**config.mk**
```make
export PLATFORM = sky130hd
export DESIGN_NAME = display_scan_layer_control
export DESIGN_NICKNAME = d
export VERILOG_FILES = /design/src/hdl/scan_layer_pkg.sv /design/src/hdl/field_tracker.sv /design/src/hdl/display_scan_layer_control.sv
export VERILOG_INCLUDE_DIRS = /design/src /design/src/hdl
export SDC_FILE = /design/constraint.sdc
export NUM_CORES = 1
export LEC_CHECK = 0
export BUFFER_PORTS_ARGS = -buffer_cell sky130_fd_sc_hd__buf_2
export CELL_PAD_IN_SITES_DETAIL_PLACEMENT = 0
export CELL_PAD_IN_SITES_GLOBAL_PLACEMENT = 1
export CORE_MARGIN = 3
export CORE_UTILIZATION = 44
export DETAILED_ROUTE_END_ITERATION = 10
export PLACE_DENSITY_LB_ADDON = 0.25
export SLEW_MARGIN = 20
export SYNTH_ARGS = -nofsm -noshare
export SYNTH_HDL_FRONTEND = slang
export SYNTH_SLANG_ARGS = --single-unit
```
**constraint.sdc**
```tcl
create_clock -name core_clk -period 10.48 [get_ports core_clk]
set_input_delay 2.096 -clock core_clk [delete_from_list [all_inputs] [get_ports core_clk]]
set_output_delay 2.096 -clock core_clk [all_outputs]
set_load 0.02 [all_outputs]
```
**src/hdl/scan_layer_map.svh**
```systemverilog
// Purpose : register offsets, field positions, reset values and counts for the
//           display scan and layer control block
// Assumes : 16-bit registers reached by word index on a plain register port
// Notes   : definitions only; guarded against double inclusion
`ifndef SCAN_LAYER_MAP_SVH
`define SCAN_LAYER_MAP_SVH

// register indices
`define OFS_DISPLAY_MODE_ONE   3'h0
`define OFS_DISPLAY_MODE_TWO   3'h1
`define OFS_RENDERING_MODE     3'h2
`define OFS_BACKDROP_ORIGIN_X  3'h3
`define OFS_BACKDROP_ORIGIN_Y  3'h4
`define OFS_SCAN_STATUS        3'h5

// display_mode_one fields
`define POS_SCAN_MODE_LO       0
`define POS_SYNC_SOURCE_LO     2
`define POS_BACKDROP_ENABLE    10
`define POS_BACKDROP_WRAP      11

// display_mode_two fields
`define POS_FRONT_ENABLE       0
`define POS_VIDEO_ENABLE       1
`define POS_POINTER1_ENABLE    2
`define POS_POINTER2_ENABLE    3
`define POS_FIELD_ORDER        4

// rendering_mode and origin fields
`define POS_PIXEL_DEPTH_LO     0
`define WID_PIXEL_DEPTH        3
`define WID_ORIGIN_X           10
`define WID_ORIGIN_Y           14
`define DEPTH_CODE_8BPP        3'h0

// reset values
`define RST_DISPLAY_MODE_ONE   16'h0000
`define RST_DISPLAY_MODE_TWO   16'h0001
`define RST_RENDERING_MODE     16'h0000
`define RST_ORIGIN             16'h0000

// backdrop plane size in pixels
`define BACKDROP_WIDTH         1024
`define BACKDROP_HEIGHT        1024

`endif

```
**src/hdl/scan_layer_pkg.sv**
```systemverilog
// Purpose : shared types of the display scan and layer control block
// Assumes : constants live in scan_layer_map.svh
// Notes   : encodings of scan and sync modes are held here as enums
package scan_layer_pkg;

    // scan system codes
    typedef enum logic [1:0] {
        SCAN_NON_INTERLACE = 2'b00,
        SCAN_RESERVED      = 2'b01,
        SCAN_INTERLACE     = 2'b10,
        SCAN_SYNC_VIDEO    = 2'b11
    } scan_mode_t;

    // timing source codes
    typedef enum logic [1:0] {
        SYNC_MASTER    = 2'b00,
        SYNC_SWITCHING = 2'b01,
        SYNC_EXTERNAL  = 2'b10,
        SYNC_SPARE     = 2'b11
    } sync_source_t;

    // per-layer display and fetch enables
    typedef struct packed {
        logic front;
        logic video;
        logic backdrop;
        logic pointer1;
        logic pointer2;
    } layer_enables_t;

    // current field as seen by the rest of the display path
    typedef struct packed {
        logic even;
        logic first;
        logic interlaced;
    } field_state_t;

endpackage : scan_layer_pkg

```
**src/hdl/field_tracker.sv**
```systemverilog
// Purpose : field sequencing and field indicator pin handling
// Assumes : field_start is a one-cycle pulse on core_clk at each field start
// Notes   : pin input arrives from outside and is synchronised here
module field_tracker (
    input  wire logic                        core_clk,
    input  wire logic                        rst,
    input  wire logic                        field_start,
    input  wire scan_layer_pkg::scan_mode_t  scan_mode,
    input  wire scan_layer_pkg::sync_source_t sync_source,
    input  wire logic                        field_order,
    input  wire logic                        pin_in,
    output logic                             pin_out,
    output logic                             pin_oe,
    output scan_layer_pkg::field_state_t     field
);

    logic pin_meta;
    logic pin_sync;
    logic interlaced;
    logic external;
    logic first_field;
    logic next_even;

    assign interlaced = (scan_mode == scan_layer_pkg::SCAN_INTERLACE) ||
                        (scan_mode == scan_layer_pkg::SCAN_SYNC_VIDEO);
    assign external   = (sync_source == scan_layer_pkg::SYNC_EXTERNAL);

    // two-flop synchroniser for the field indicator pin
    always_ff @(posedge core_clk or posedge rst) begin
        if (rst) begin
            pin_meta <= 1'b0;
            pin_sync <= 1'b0;
        end else begin
            pin_meta <= pin_in;
            pin_sync <= pin_meta;
        end
    end

    // in slave timing the pin says the parity; its sense flips with field order
    assign next_even = external ? (pin_sync ^ field_order)
                                : (first_field ? field_order : ~field_order);

    // field parity and first-of-frame flag move only at a field start
    always_ff @(posedge core_clk or posedge rst) begin
        if (rst) begin
            first_field <= 1'b1;
            field       <= '0;
        end else if (field_start) begin
            if (!interlaced) begin
                first_field <= 1'b1;
                field       <= '{even: 1'b0, first: 1'b1, interlaced: 1'b0};
            end else begin
                // order 0 shows odd then even, order 1 even then odd
                first_field <= external ? (next_even != field_order) : ~first_field;
                field       <= '{even: next_even,
                                 first: external ? (next_even == field_order) : first_field,
                                 interlaced: 1'b1};
            end
        end
    end

    // in interlaced scans master drives high in even fields when order is 0, inverted when 1
    always_ff @(posedge core_clk or posedge rst) begin
        if (rst) begin
            pin_out <= 1'b0;
            pin_oe  <= 1'b0;
        end else begin
            pin_out <= field.even ^ field_order;
            pin_oe  <= !external && field.interlaced;
        end
    end

endmodule : field_tracker

```
**src/hdl/display_scan_layer_control.sv**
```systemverilog
// Purpose : scan system and screen layer control of a display controller
// Assumes : timing generator, fetch engine and palette sit outside this block
// Notes   : all logic on core_clk; only the field indicator pin is asynchronous
// Operation
// - each layer shows only when its enable bit is set
// - backdrop enable at bit 10 of display mode one switches backdrop
// - wrap bit at 11 chooses wraparound or plain non-wrapping scroll
// - three-bit depth field chooses 8 or 16 bits per pixel for front layer
// - backdrop origin is 10-bit X and 14-bit Y in screen coordinates
// - scan code 00 is non-interlace: one field per frame
// - scan code 10 is interlace: two fields show the same frame data
// - sync and video interlace: two fields carry different image data
// - scan code 11 selects interlace sync and video scanning
// - field order 0 shows odd then even; 1 shows even then odd
// - master timing drives field pin high in even, low in odd fields; the pin is left undriven in non-interlace
// - external source drives field pin high for even; device reads likewise
// - field order 1 inverts field pin polarity in both timing modes
// - two-bit sync field chooses master timing or external sync slaving
// - only enabled layers are fetched from graphics memory
// - non-interlace samples video buffer status once per field
// - interlace samples video buffer status once per frame
module display_scan_layer_control #(
    parameter int PIXEL_WIDTH = 16,
    parameter int ADDR_WIDTH  = 3,
    parameter int SCAN_X_W    = 10,
    parameter int SCAN_Y_W    = 14
) (
    input  wire logic                       core_clk,
    input  wire logic                       rst,
    // register port
    input  wire logic [ADDR_WIDTH-1:0]      reg_addr,
    input  wire logic [15:0]                reg_wdata,
    input  wire logic                       reg_wr,
    input  wire logic                       reg_rd,
    output logic      [15:0]                reg_rdata,
    // timing from the sync generator
    input  wire logic                       field_start,
    input  wire logic                       pixel_valid,
    input  wire logic [SCAN_X_W-1:0]        scan_x,
    input  wire logic [SCAN_Y_W-1:0]        scan_y,
    // field indicator pin, split into its three signals
    input  wire logic                       field_indicator_pin_in,
    output logic                            field_indicator_pin_out,
    output logic                            field_indicator_pin_oe,
    // video capture side
    input  wire logic                       video_buffer_status,
    output logic                            video_buffer_shown,
    output logic                            video_capture_mode_ok,
    // fetch control towards graphics memory
    output scan_layer_pkg::layer_enables_t  fetch_enables,
    output logic                            front_depth_16,
    output logic [SCAN_X_W-1:0]             backdrop_fetch_x,
    output logic [SCAN_Y_W-1:0]             backdrop_fetch_y,
    output logic                            backdrop_fetch_valid,
    output scan_layer_pkg::field_state_t    field_state,
    // layer pixels back from the fetch engine
    input  wire logic [PIXEL_WIDTH-1:0]     front_pixel,
    input  wire logic [PIXEL_WIDTH-1:0]     video_pixel,
    input  wire logic                       video_in_window,
    input  wire logic [PIXEL_WIDTH-1:0]     backdrop_pixel,
    input  wire logic [PIXEL_WIDTH-1:0]     pointer1_pixel,
    input  wire logic [PIXEL_WIDTH-1:0]     pointer2_pixel,
    output logic      [PIXEL_WIDTH-1:0]     composed_pixel,
    output logic                            composed_valid
);

    `include "scan_layer_map.svh"

    localparam logic [SCAN_X_W:0] BG_W = (SCAN_X_W+1)'(`BACKDROP_WIDTH);
    localparam logic [SCAN_Y_W:0] BG_H = (SCAN_Y_W+1)'(`BACKDROP_HEIGHT);

    // software-visible registers
    logic [15:0] display_mode_one;
    logic [15:0] display_mode_two;
    logic [15:0] rendering_mode;
    logic [15:0] backdrop_origin_x;
    logic [15:0] backdrop_origin_y;

    // decoded control
    scan_layer_pkg::scan_mode_t     scan_mode;
    scan_layer_pkg::sync_source_t   sync_source;
    scan_layer_pkg::layer_enables_t layer_on;
    logic                           backdrop_wrap;
    logic                           field_order;
    logic [`WID_PIXEL_DEPTH-1:0]    pixel_depth_select;

    // backdrop address path
    logic [SCAN_X_W:0] sum_x;
    logic [SCAN_Y_W:0] sum_y;
    logic [SCAN_X_W:0] next_fetch_x;
    logic [SCAN_Y_W:0] next_fetch_y;
    logic              next_bg_inside;

    // composition
    logic [PIXEL_WIDTH-1:0] next_pixel;
    logic                   buffer_sample;

    // word-index decode shared by reads and writes
    function automatic logic hit(input logic [ADDR_WIDTH-1:0] a,
                                 input logic [2:0]            ofs);
        hit = (a == ADDR_WIDTH'(ofs));
    endfunction : hit

    // writable registers; updates take effect on the next clock
    always_ff @(posedge core_clk or posedge rst) begin
        if (rst) begin
            display_mode_one  <= `RST_DISPLAY_MODE_ONE;
            display_mode_two  <= `RST_DISPLAY_MODE_TWO;
            rendering_mode    <= `RST_RENDERING_MODE;
            backdrop_origin_x <= `RST_ORIGIN;
            backdrop_origin_y <= `RST_ORIGIN;
        end else if (reg_wr) begin
            if (hit(reg_addr, `OFS_DISPLAY_MODE_ONE)) begin
                display_mode_one <= reg_wdata;
            end else if (hit(reg_addr, `OFS_DISPLAY_MODE_TWO)) begin
                display_mode_two <= reg_wdata;
            end else if (hit(reg_addr, `OFS_RENDERING_MODE)) begin
                rendering_mode <= reg_wdata;
            end else if (hit(reg_addr, `OFS_BACKDROP_ORIGIN_X)) begin
                // only ten bits are kept, the rest read as zero
                backdrop_origin_x <= {6'h00, reg_wdata[`WID_ORIGIN_X-1:0]};
            end else if (hit(reg_addr, `OFS_BACKDROP_ORIGIN_Y)) begin
                backdrop_origin_y <= {2'h0, reg_wdata[`WID_ORIGIN_Y-1:0]};
            end
        end
    end

    // field decode of the mode registers
    assign scan_mode   = scan_layer_pkg::scan_mode_t'(
                         display_mode_one[`POS_SCAN_MODE_LO +: 2]);
    assign sync_source = scan_layer_pkg::sync_source_t'(
                         display_mode_one[`POS_SYNC_SOURCE_LO +: 2]);
    assign backdrop_wrap      = display_mode_one[`POS_BACKDROP_WRAP];
    assign field_order        = display_mode_two[`POS_FIELD_ORDER];
    assign pixel_depth_select = rendering_mode[`POS_PIXEL_DEPTH_LO +: `WID_PIXEL_DEPTH];

    // each layer has its own enable: backdrop in mode one, the rest in mode two
    assign layer_on.front    = display_mode_two[`POS_FRONT_ENABLE];
    assign layer_on.video    = display_mode_two[`POS_VIDEO_ENABLE];
    assign layer_on.backdrop = display_mode_one[`POS_BACKDROP_ENABLE];
    assign layer_on.pointer1 = display_mode_two[`POS_POINTER1_ENABLE];
    assign layer_on.pointer2 = display_mode_two[`POS_POINTER2_ENABLE];

    // read data stands in the cycle after the strobe and only there
    always_ff @(posedge core_clk or posedge rst) begin
        if (rst) begin
            reg_rdata <= 16'h0000;
        end else if (!reg_rd) begin
            reg_rdata <= 16'h0000;
        end else if (hit(reg_addr, `OFS_DISPLAY_MODE_ONE)) begin
            reg_rdata <= display_mode_one;
        end else if (hit(reg_addr, `OFS_DISPLAY_MODE_TWO)) begin
            reg_rdata <= display_mode_two;
        end else if (hit(reg_addr, `OFS_RENDERING_MODE)) begin
            reg_rdata <= rendering_mode;
        end else if (hit(reg_addr, `OFS_BACKDROP_ORIGIN_X)) begin
            reg_rdata <= backdrop_origin_x;
        end else if (hit(reg_addr, `OFS_BACKDROP_ORIGIN_Y)) begin
            reg_rdata <= backdrop_origin_y;
        end else if (hit(reg_addr, `OFS_SCAN_STATUS)) begin
            // live view of field and buffer state for software polling
            reg_rdata <= {11'h000, front_depth_16, video_buffer_shown,
                          field_state.interlaced, field_state.first, field_state.even};
        end else begin
            reg_rdata <= 16'h0000;   // unmapped index reads as zero
        end
    end

    // field sequencing and the field indicator pin
    field_tracker u_field (
        .core_clk    (core_clk),
        .rst         (rst),
        .field_start (field_start),
        .scan_mode   (scan_mode),
        .sync_source (sync_source),
        .field_order (field_order),
        .pin_in      (field_indicator_pin_in),
        .pin_out     (field_indicator_pin_out),
        .pin_oe      (field_indicator_pin_oe),
        .field       (field_state)
    );

    // the field state updates one edge after field_start, so sampling uses
    // the first flag of the field that is ending: not first means a new frame
    always_comb begin
        case (scan_mode)
            scan_layer_pkg::SCAN_INTERLACE: begin
                // same buffer for both fields of a frame
                buffer_sample = field_start && !field_state.first;
            end
            scan_layer_pkg::SCAN_SYNC_VIDEO: begin
                // fields are independent pictures, so each gets a fresh look
                buffer_sample = field_start;
            end
            default: begin
                buffer_sample = field_start;
            end
        endcase
    end

    // latched video buffer choice; the reset field state has first clear, so the
    // interlace case samples at the very first field start; the reset value is buffer zero
    always_ff @(posedge core_clk or posedge rst) begin
        if (rst) begin
            video_buffer_shown <= 1'b0;
        end else if (buffer_sample) begin
            video_buffer_shown <= video_buffer_status;
        end
    end

    // fetch only what is enabled; the enables follow register writes at once,
    // which is why software confines changes to the update interval
    always_ff @(posedge core_clk or posedge rst) begin
        if (rst) begin
            fetch_enables  <= '0;
            front_depth_16 <= 1'b0;
        end else begin
            fetch_enables  <= layer_on;
            front_depth_16 <= (pixel_depth_select != `DEPTH_CODE_8BPP);
        end
    end

    // flags the state in which 16 bpp leaves no bandwidth for other layers;
    // the block does not force the enables off, software owns that choice
    always_ff @(posedge core_clk or posedge rst) begin
        if (rst) begin
            video_capture_mode_ok <= 1'b1;
        end else begin
            video_capture_mode_ok <= !(front_depth_16 && (layer_on.video ||
                                       layer_on.backdrop || layer_on.pointer1 ||
                                       layer_on.pointer2));
        end
    end

    // backdrop origin plus screen position, wide enough to catch overflow
    assign sum_x = (SCAN_X_W+1)'(backdrop_origin_x[`WID_ORIGIN_X-1:0]) +
                   (SCAN_X_W+1)'(scan_x);
    assign sum_y = (SCAN_Y_W+1)'(backdrop_origin_y[`WID_ORIGIN_Y-1:0]) +
                   (SCAN_Y_W+1)'(scan_y);

    // wrap subtracts the plane size once: X always folds back, Y only for sums below 2048; plain scroll blanks past it
    always_comb begin
        next_fetch_x   = sum_x;
        next_fetch_y   = sum_y;
        next_bg_inside = 1'b1;
        if (backdrop_wrap) begin
            if (sum_x >= BG_W) begin
                next_fetch_x = sum_x - BG_W;
            end
            if (sum_y >= BG_H) begin
                next_fetch_y = sum_y - BG_H;
            end
        end else if ((sum_x >= BG_W) || (sum_y >= BG_H)) begin
            next_bg_inside = 1'b0;
        end
    end

    // backdrop fetch address and its qualifier
    always_ff @(posedge core_clk or posedge rst) begin
        if (rst) begin
            backdrop_fetch_x     <= '0;
            backdrop_fetch_y     <= '0;
            backdrop_fetch_valid <= 1'b0;
        end else begin
            backdrop_fetch_x     <= next_fetch_x[SCAN_X_W-1:0];
            backdrop_fetch_y     <= next_fetch_y[SCAN_Y_W-1:0];
            backdrop_fetch_valid <= pixel_valid && layer_on.backdrop && next_bg_inside;
        end
    end

    // priority: pointers, front, video, backdrop; zero is transparent for
    // pointers and front, video is opaque inside its window
    always_comb begin
        next_pixel = '0;
        if (layer_on.pointer1 && (pointer1_pixel != '0)) begin
            next_pixel = pointer1_pixel;
        end else if (layer_on.pointer2 && (pointer2_pixel != '0)) begin
            next_pixel = pointer2_pixel;
        end else if (layer_on.front && (front_pixel != '0)) begin
            next_pixel = front_pixel;
        end else if (layer_on.video && video_in_window) begin
            next_pixel = video_pixel;
        end else if (layer_on.backdrop && backdrop_fetch_valid) begin
            next_pixel = backdrop_pixel;
        end
    end

    // composed pixel output, one cycle after the layer pixels
    always_ff @(posedge core_clk or posedge rst) begin
        if (rst) begin
            composed_pixel <= '0;
            composed_valid <= 1'b0;
        end else begin
            composed_pixel <= pixel_valid ? next_pixel : '0;
            composed_valid <= pixel_valid;
        end
    end

endmodule : display_scan_layer_control

```
==> flow_metrics.env, run 1 <==
export IMPL_status="completed"
export IMPL_numCtsBuffers=17
export IMPL_die_area_mm2=0.0187
export IMPL_first_pass_iters=5
export IMPL_io_buffers=202
export IMPL_cellPowerDensity_mw_per_mm2=222
export IMPL_critPathMaxFanout=7
export IMPL_ys_seq_area_share_pct=48.6
export IMPL_grt_pass1_vias=6249
export IMPL_wire_per_inst_um=19.2
export IMPL_fmax_mhz=192
export IMPL_hold_class="register to register"
export IMPL_synth_top_cell_area_share_pct=47.5
export IMPL_clk_path_buf_depth=2
export IMPL_synth_largest_area_cell="dfrtp_1"
export IMPL_synth_nets=830
export IMPL_r2r_setup_slack_ns=6.60
export IMPL_slew_violations=0
export IMPL_postCtsSetupBuffers=0
export IMPL_fin_cells=1094
export IMPL_ioPinCount=203
export IMPL_start_util_pct=45.3
export IMPL_critPathLaunch="scan_y[6]"
export IMPL_timing_final_crit_share_pct=49.8
export IMPL_pre_cts_slack_ns=4.88
export IMPL_cts_hold_buf=0
export IMPL_synth_edf_count=0
export IMPL_drive_above_1_share_pct=37.9
export IMPL_drt_iter0_drc=345
export IMPL_rsz0062_at_grt="false"
export IMPL_core_area_mm2=0.0166
export IMPL_via_count=6142
export IMPL_power_leakage_nw=4.46
export IMPL_critical_path_arrival_ns=5.52
export IMPL_cts_root_buffer="clkbuf_16"
export IMPL_clk_pin_slew_ns=0.06
export IMPL_setup_viol=0
export IMPL_fin_crit_ns=5.22
export IMPL_hold_viol=0
export IMPL_relSlewSlack_pct=34.1
export IMPL_antenna_found_initial=0
export IMPL_place_inst=1062
export IMPL_syn_instance_count=670
export IMPL_worst_pin_slew_ns=0.987
export IMPL_async_reset_ff_share_pct=100
export IMPL_drv_cap=0
export IMPL_cts_resized=0
export IMPL_required_ns=10.78
export IMPL_synth_flop_cell="dfrtp_1"
export IMPL_worst_setup_path_start_kind="input pin"
export IMPL_critPathKind="input pin to register"
export IMPL_reg2reg_from="backdrop_origin_y[6]$_DFFE_PP0P_"
export IMPL_ys_ff_latch=146
export IMPL_yosysUniqueCellTypes=66
export IMPL_total_power_mw=2.07
export IMPL_final_net_count=1021
export IMPL_setup_worst_path_end="backdrop_fetch_valid$_DFF_PP0_"
export IMPL_die_w_um=137
export IMPL_drc_errors=0
export IMPL_vias_per_cell=5.61
export IMPL_post_dp_hpwl_um=15700
export IMPL_cp_end_kind="register"
export IMPL_synth_area_mm2=0.00753
export IMPL_h_tree_depth=4
export IMPL_finalWorstSetupSlack_ns=5.26
export IMPL_syn_avg_cell_area_um2=11.2
export IMPL_yosys_warnings=0
export IMPL_grt_max_degree=78
export IMPL_worstSkewPairLatency_ns=0.42
export IMPL_clock_sinks=146
export IMPL_cts_tree="yes"
export IMPL_fp_dieH_um=137
export IMPL_diodes=0
export IMPL_rows=47
export IMPL_grt_usage_pct=22.5
export IMPL_ir_worst_vdd_v=0.000118
export IMPL_grt_pass1_wl_um=32500
export IMPL_worstReg2RegEnd="backdrop_fetch_valid$_DFF_PP0_"
export IMPL_drtAntennaViolNets=0
export IMPL_totalWireLength_um=21000
export IMPL_globalplace_congestion=1.07
export IMPL_timing_setup_tns_ns=0
export IMPL_worst_clock_skew_ns=0.00970
export IMPL_r2r_cells=13
export IMPL_ys_top_cells_by_area="dfrtp_1 48%, mux2_2 9.4%, ha_1 4.3%"
export IMPL_fin_util_pct=56.1
export IMPL_grt_overflow=0
export IMPL_syn2layout_area_growth_pct=24.1
-- state kept, by name, indices dropped and copies added, names as in the netlist, 10 cells and up --
signal	cells
backdrop_origin_x	10
backdrop_fetch_x	10
reg_rdata	16
backdrop_origin_y	14
rendering_mode	16
composed_pixel	16
backdrop_fetch_y	14
display_mode_two	16
display_mode_one	16
-- layer usage --
layer / up-vias / wire (um) / global-route usage, %
met3: 31 / 1240 / 5.11
met4: 0 / 439 / 7.54
met5: - / 0 / 0
met1: 3032 / 8990 / 29.6
li1: 2862 / - / -
met2: 217 / 10300 / 37.0
-- worst max-delay path, cell delays in order --
cell and delay [ns]:
buf_2 0.10, ha_1 0.36, a211oi_1 0.34, o21bai_1 0.17
a221o_1 0.39, a21oi_1 0.17, xor2_1 0.29, ha_1 0.20
nand2_1 0.05, or3_1 0.30, a211o_1 0.24, a2111o_1 0.36
and3b_1 0.23, a31o_1 0.22
-- how the worst min path moves through the flow --
stage | from | endpoint | slack, ns | cells after the start
2_1_floorplan | u_field.pin_meta$_DFF_PP0_ | u_field.pin_sync$_DFF_PP0_ | 0.33 | 0
6_report | u_field.pin_meta$_DFF_PP0_ | u_field.pin_sync$_DFF_PP0_ | 0.35 | 0
3_3_place_gp | u_field.pin_meta$_DFF_PP0_ | u_field.pin_sync$_DFF_PP0_ | 0.33 | 0
3_5_place_dp | u_field.pin_meta$_DFF_PP0_ | u_field.pin_sync$_DFF_PP0_ | 0.34 | 0
5_1_grt | u_field.pin_meta$_DFF_PP0_ | u_field.pin_sync$_DFF_PP0_ | 0.37 | 0
4_1_cts | u_field.pin_meta$_DFF_PP0_ | u_field.pin_sync$_DFF_PP0_ | 0.35 | 0
-- power by group --
| part | leakage (nW) | switching (mW) | total, mW | internal [mW] |
|---|---|---|---|---|
| sequential | 1.78 | 0.0794 | 0.780 | 0.701 |
| clock | 0.298 | 0.235 | 0.624 | 0.389 |
| combinational | 2.39 | 0.390 | 0.666 | 0.276 |
-- cell usage after synthesis, types with 4 or more instances --
| library cell | count |
|---|---|
| nor3_1 | 9 |
| nor2b_1 | 4 |
| a21o_1 | 6 |
| a211oi_2 | 13 |
| xnor2_1 | 12 |
| mux2i_1 | 6 |
| clkbuf_1 | 22 |
| ha_1 | 26 |
| nand3_1 | 9 |
| or3_1 | 6 |
| a211oi_1 | 7 |
| buf_2 | 5 |
| nand2b_1 | 7 |
| mux2_1 | 9 |
| and3b_1 | 4 |
| and2_1 | 9 |
| o21ai_0 | 17 |
| nor2_1 | 41 |
| a21oi_1 | 44 |
| a22oi_1 | 21 |
| a21boi_0 | 7 |
| o211a_1 | 18 |
| buf_1 | 4 |
| xor2_1 | 8 |
| o22ai_1 | 7 |
| nor4_1 | 8 |
| mux4_2 | 5 |
| inv_1 | 22 |
| nand2_1 | 41 |
| a31oi_1 | 12 |
| dfrtp_1 | 143 |
| mux2_2 | 63 |
| nor3b_1 | 6 |
-- cells in the final DEF, fill, tap and decap left out, types with 4 or more instances in the layout --
| cell type | instances |
|---|---|
| buf_2 | 202 |
| dfrtp_1 | 143 |
| mux2_2 | 63 |
| a21oi_1 | 44 |
| nand2_1 | 41 |
| nor2_1 | 40 |
| ha_1 | 26 |
| inv_1 | 21 |
| a22oi_1 | 21 |
| o211a_1 | 18 |
| o21ai_0 | 17 |
| clkbuf_16 | 17 |
| a211oi_2 | 13 |
| xnor2_1 | 12 |
| a31oi_1 | 12 |
| mux2_1 | 9 |
| nand3_1 | 9 |
| and2_1 | 9 |
| nor3_1 | 8 |
| xor2_1 | 8 |
| nor4_1 | 8 |
| a211oi_1 | 7 |
| a21boi_0 | 7 |
| nand2b_1 | 7 |
| o22ai_1 | 7 |
| a21o_1 | 6 |
| or3_1 | 6 |
| mux2i_1 | 6 |
| nor3b_1 | 5 |
| mux4_2 | 5 |
| nor2b_1 | 4 |
| and3b_1 | 4 |
| buf_4 | 4 |
-- final cells by class --
class                   instances  area (um2)
flip-flops and latches        146        3660
multi-input cells             467        3670
clock inverters                11         151
inverters                      23        91.3
repair buffers                206        1040
fillers                      1459        7300
well taps                     220         275
clock buffers                  21         460
-- kinds of logic after synthesis --
kind of cell	synth area share, %
flip-flops	48.6
AO/OA/AOI/OAI	17.4
adder cells (fa/ha/maj)	4.85
AND/OR/NAND/NOR	10.6
multiplexers	13.1
buffers and inverters	3.17
XOR/XNOR	2.33
-- per-stage QoR --
step           hold WS (ns)  area [um2]
2_1_floorplan         0.331        7530
3_3_place_gp          0.333        8720
3_5_place_dp          0.339        8720
4_1_cts               0.352        9340
5_1_grt               0.366        9340
6_report              0.351        9340
(Power assumes the default switching activity.)
==> run 2, diff against run 1 <==
CORE_UTILIZATION = 37   (was 44)
clock period = 4.2 ns   (was 10.48 ns; I/O delays follow)
==> run 2 against run 1 <==
  * Clock skew is 0.0037 ns lower
  * Hold slack worse by 0.0034 ns
  * Worst setup slack worse by 4.9 ns
  * Combinational power grew to 2.5 times the previous value
  * Die area is 18% higher
  * Critical path depth stayed put
  * Non-clock buffer count is 11 higher
  * Sequential power is 150% higher
  * Core utilization is 8.0 points lower
  * Critical path type unchanged
  * Highest routed layer unchanged
==> flow_metrics.env, run 2 (synthesis results as in run 1) <==
export IMPL_status="completed"
export IMPL_antenna_found_initial=0
export IMPL_io_buffers=202
export IMPL_setup_worst_path_end="backdrop_fetch_valid$_DFF_PP0_"
export IMPL_hold_class="register to register"
export IMPL_totalWireLength_um=21700
export IMPL_critPathLaunch="scan_y[6]"
export IMPL_syn2layout_area_growth_pct=26.0
export IMPL_worst_pin_slew_ns=1.03
export IMPL_worst_clock_skew_ns=0.00599
export IMPL_post_dp_hpwl_um=15900
export IMPL_hold_viol=0
export IMPL_globalplace_congestion=0.887
export IMPL_layout_commonest_cell="buf_2"
export IMPL_grt_pass1_vias=5907
export IMPL_rows=51
export IMPL_fmax_mhz=261
export IMPL_drt_iter0_drc=273
export IMPL_grt_usage_pct=19.6
export IMPL_wire_per_inst_um=18.9
export IMPL_numCtsBuffers=17
export IMPL_final_cell_area_mm2=0.00949
export IMPL_cts_tree="yes"
export IMPL_ir_worst_vdd_v=0.000268
export IMPL_final_cell_mix="202 x buf_2, 143 x dfrtp_1, 63 x mux2_2"
export IMPL_reg2reg_from="backdrop_origin_y[6]$_DFFE_PP0P_"
export IMPL_cp_end_kind="register"
export IMPL_clock_sinks=146
export IMPL_diodes=0
export IMPL_ioPinCount=203
export IMPL_first_pass_iters=4
export IMPL_grt_overflow=0
export IMPL_cellPowerDensity_mw_per_mm2=551
export IMPL_setup_viol=0
export IMPL_rsz0062_at_grt="false"
export IMPL_clk_pin_slew_ns=0.06
export IMPL_vias_per_cell=5.20
export IMPL_r2r_setup_slack_ns=0.48
export IMPL_fp_dieH_um=149
export IMPL_grt_max_degree=147
export IMPL_r2r_cells=13
export IMPL_place_area_mm2=0.00887
export IMPL_fin_crit_ns=3.83
export IMPL_worstReg2RegEnd="backdrop_fetch_valid$_DFF_PP0_"
export IMPL_grt_pass1_wl_um=33200
export IMPL_power_leakage_nw=4.52
export IMPL_drtAntennaViolNets=0
export IMPL_required_ns=4.51
export IMPL_die_area_mm2=0.0221
export IMPL_clk_path_buf_depth=2
export IMPL_fin_util_pct=48.1
export IMPL_via_count=5974
export IMPL_drc_errors=0
export IMPL_total_power_mw=5.23
export IMPL_cts_root_buffer="clkbuf_16"
export IMPL_critPathKind="input pin to register"
export IMPL_die_w_um=149
export IMPL_drv_cap=0
export IMPL_critical_path_arrival_ns=4.15
export IMPL_relSlewSlack_pct=31.2
export IMPL_h_tree_depth=4
export IMPL_worstSkewPairLatency_ns=0.42
export IMPL_cts_resized=0
export IMPL_cts_hold_buf=0
export IMPL_core_area_mm2=0.0197
export IMPL_slew_violations=0
export IMPL_start_util_pct=38.2
export IMPL_postCtsSetupBuffers=0
export IMPL_drive_above_1_share_pct=38.7
export IMPL_final_net_count=1032
export IMPL_critPathMaxFanout=4
export IMPL_timing_final_crit_share_pct=91.3
export IMPL_worst_setup_path_start_kind="input pin"
==> run 2: changes by cell type in the layout (fill, tap and decap cells not counted), sizes merged <==
cell      before  now
bufinv         3    4
buf          206  217
clkinvlp       1    3
inv           25   22
clkbuf        21   20
==> run 2: critical path, stage by stage <==
cell	delay [ns]
buf_2	0.10
ha_1	0.34
a211oi_1	0.35
o21bai_1	0.15
a221o_1	0.38
a21oi_1	0.18
xor2_1	0.22
ha_1	0.18
nand2_1	0.05
or3_1	0.30
a211o_1	0.23
a2111o_1	0.35
and3b_1	0.24
a31o_1	0.22
==> run 2: power breakdown <==
part | switching (mW) | internal [mW]
Clock | 0.592 | 1.02
Sequential | 0.192 | 1.75
Combinational | 0.968 | 0.714
==> run 2: area by class of cell <==
class | count | area, um2
fillers | 1856 | 10200
flip-flops and latches | 146 | 3660
multi-input cells | 467 | 3660
repair buffers | 217 | 1140
clock buffers | 20 | 457
well taps | 265 | 332
clock inverters | 11 | 160
inverters | 23 | 90.1
==> run 2: worst min-delay path by stage <==
stage	slack [ns]	cells after the start	endpoint	startpoint
2_1_floorplan	0.33	0	u_field.pin_sync$_DFF_PP0_	u_field.pin_meta$_DFF_PP0_
3_3_place_gp	0.36	0	u_field.pin_sync$_DFF_PP0_	u_field.pin_meta$_DFF_PP0_
3_5_place_dp	0.34	0	u_field.pin_sync$_DFF_PP0_	u_field.pin_meta$_DFF_PP0_
4_1_cts	0.35	0	u_field.pin_sync$_DFF_PP0_	u_field.pin_meta$_DFF_PP0_
5_1_grt	0.36	0	u_field.pin_sync$_DFF_PP0_	u_field.pin_meta$_DFF_PP0_
6_report	0.35	0	u_field.pin_sync$_DFF_PP0_	u_field.pin_meta$_DFF_PP0_
==> run 2: routing by layer <==
metal	GRT usage, %	wire length (um)	vias to the layer above
met1	27.1	9800	2871
met4	6.65	515	0
li1	-	-	2877
met3	4.36	1440	33
met5	0	0	-
met2	30.5	9920	193
==> run 2: through the flow <==
stage,instances,hold WS (ns),worst slack [ns],TNS (ns)
2_1_floorplan,670,0.331,0.253,0
3_3_place_gp,1118,0.358,0.0914,0
3_5_place_dp,1118,0.336,-0.0150,-0.0150
4_1_cts,1149,0.349,0.425,0
5_1_grt,1149,0.362,0.205,0
6_report,1149,0.348,0.366,0
==> run 3, diff against run 2 <==
CORE_UTILIZATION = 41   (was 37)
clock period = 4.1 ns   (was 4.2 ns; I/O delays follow)
==> run 3 against run 2 <==
  * Die area is 9.4% lower
  * Critical path type unchanged
  * Sequential share of layout area is 0.15 points higher
  * Core utilization is 5.4 points higher
  * Highest routed layer unchanged
  * Final cell count is 3.3% lower
  * Largest power group unchanged
==> flow_metrics.env, run 3 (synthesis results as in run 1) <==
export IMPL_ir_worst_vdd_v=0.000348
export IMPL_clk_path_buf_depth=2
export IMPL_die_w_um=142
export IMPL_fin_crit_ns=3.79
export IMPL_drtAntennaViolNets=0
export IMPL_die_area_mm2=0.0200
export IMPL_cts_resized=0
export IMPL_drive_above_1_share_pct=38.7
export IMPL_timing_final_crit_share_pct=92.5
export IMPL_grt_overflow=0
export IMPL_rows=48
export IMPL_diodes=0
export IMPL_worst_pin_slew_ns=0.965
export IMPL_hold_viol=0
export IMPL_final_cell_mix="202 x buf_2, 143 x dfrtp_1, 63 x mux2_2"
export IMPL_worst_setup_path_start_kind="input pin"
export IMPL_rsz0062_at_grt="false"
export IMPL_grt_pass1_vias=6191
export IMPL_antenna_found_initial=0
export IMPL_cts_root_buffer="clkbuf_16"
export IMPL_critical_path_arrival_ns=4.11
export IMPL_wire_per_inst_um=19.6
export IMPL_via_count=6094
export IMPL_status="completed"
export IMPL_required_ns=4.41
export IMPL_cts_tree="yes"
export IMPL_critPathKind="input pin to register"
export IMPL_first_pass_iters=5
export IMPL_cellPowerDensity_mw_per_mm2=566
export IMPL_fp_dieH_um=142
export IMPL_vias_per_cell=5.49
export IMPL_ioPinCount=203
export IMPL_start_util_pct=42.7
export IMPL_post_dp_hpwl_um=16500
export IMPL_total_power_mw=5.35
export IMPL_drv_cap=0
export IMPL_clock_sinks=146
export IMPL_postCtsSetupBuffers=0
export IMPL_layout_commonest_cell="buf_2"
export IMPL_syn2layout_area_growth_pct=25.5
export IMPL_final_net_count=1033
export IMPL_io_buffers=202
export IMPL_slew_violations=0
export IMPL_critPathMaxFanout=5
export IMPL_grt_max_degree=59
export IMPL_grt_pass1_wl_um=33900
export IMPL_setup_viol=0
export IMPL_relSlewSlack_pct=35.5
export IMPL_h_tree_depth=4
export IMPL_fmax_mhz=264
export IMPL_numCtsBuffers=17
export IMPL_power_leakage_nw=4.52
export IMPL_cp_end_kind="register"
export IMPL_globalplace_congestion=0.930
export IMPL_drt_iter0_drc=366
export IMPL_clk_pin_slew_ns=0.06
export IMPL_totalWireLength_um=21800
export IMPL_drc_errors=0
export IMPL_hold_class="register to register"
export IMPL_worst_clock_skew_ns=0.00547
export IMPL_timing_setup_tns_ns=0
export IMPL_grt_usage_pct=21.7
export IMPL_core_area_mm2=0.0177
export IMPL_worstSkewPairLatency_ns=0.42
export IMPL_cts_hold_buf=0
run 3: changes by cell type in the layout (fill, tap and decap cells not counted), sizes merged:
cell and change:
clkbuf +1, buf +1, clkinv -2, inv +3, bufinv -1
run 3: where the power goes:
| group | internal [mW] | switching (mW) | total, mW |
|---|---|---|---|
| Combinational | 0.738 | 1.00 | 1.74 |
| Clock | 0.994 | 0.622 | 1.62 |
| Sequential | 1.79 | 0.199 | 1.99 |
run 3: layout make-up:
type | count | area, um2
Sequential cell | 146 | 3660
Tap cell | 225 | 282
Inverter | 23 | 90.1
Clock inverter | 11 | 150
Timing Repair Buffer | 218 | 1160
Fill cell | 1596 | 8210
Clock buffer | 21 | 460
Multi-Input combinational cell | 467 | 3650
run 3: metal layers:
metal	share of wire, %	global-route usage (%)	vias up
met5	0	0	-
met4	2.5	7.53	0
met3	5.2	4.31	31
met2	47	35.0	200
met1	45	29.5	2989
li1	-	-	2874
run 3: worst paths after layout:
kind | to | depth (start not counted) | slack, ns | startpoint
max | backdrop_fetch_valid$_DFF_PP0_ | 14 | 0.31 | scan_y[6]
min | u_field.pin_sync$_DFF_PP0_ | 0 | 0.36 | u_field.pin_meta$_DFF_PP0_
max reg2reg | backdrop_fetch_valid$_DFF_PP0_ | 13 | 0.39 | backdrop_origin_y[6]$_DFFE_PP0P_
min reg2reg | u_field.pin_sync$_DFF_PP0_ | 0 | 0.36 | u_field.pin_meta$_DFF_PP0_
max in group asynchronous | u_field.first_field$_DFFE_PP1P_ | 3 | 2.69 | rst
min in group asynchronous | backdrop_fetch_y[7]$_DFF_PP0_ | 2 | 0.61 | rst
run 3: critical path, stage by stage:
cell      delay, ns
buf_2          0.11
ha_1           0.34
a211oi_1       0.34
o21bai_1       0.16
a221o_1        0.39
a21oi_1        0.19
xor2_1         0.21
ha_1           0.17
nand2_1        0.05
or3_1          0.30
a211o_1        0.23
a2111o_1       0.36
and3b_1        0.22
a31o_1         0.22
run 3: stage by stage:
| step | instances | worst slack [ns] | util, % | area, um2 | hold WS, ns |
|---|---|---|---|---|---|
| after global placement | 1079 | 0.00454 | 50.0 | 8840 | 0.339 |
| after detailed placement | 1079 | -0.109 | 50.0 | 8840 | 0.344 |
| after global routing | 1111 | 0.156 | 53.5 | 9450 | 0.362 |
| after floorplan | 670 | 0.173 | - | 7530 | 0.331 |
| final | 1111 | 0.306 | 53.5 | 9450 | 0.357 |
| after CTS | 1111 | 0.323 | 53.5 | 9450 | 0.358 |
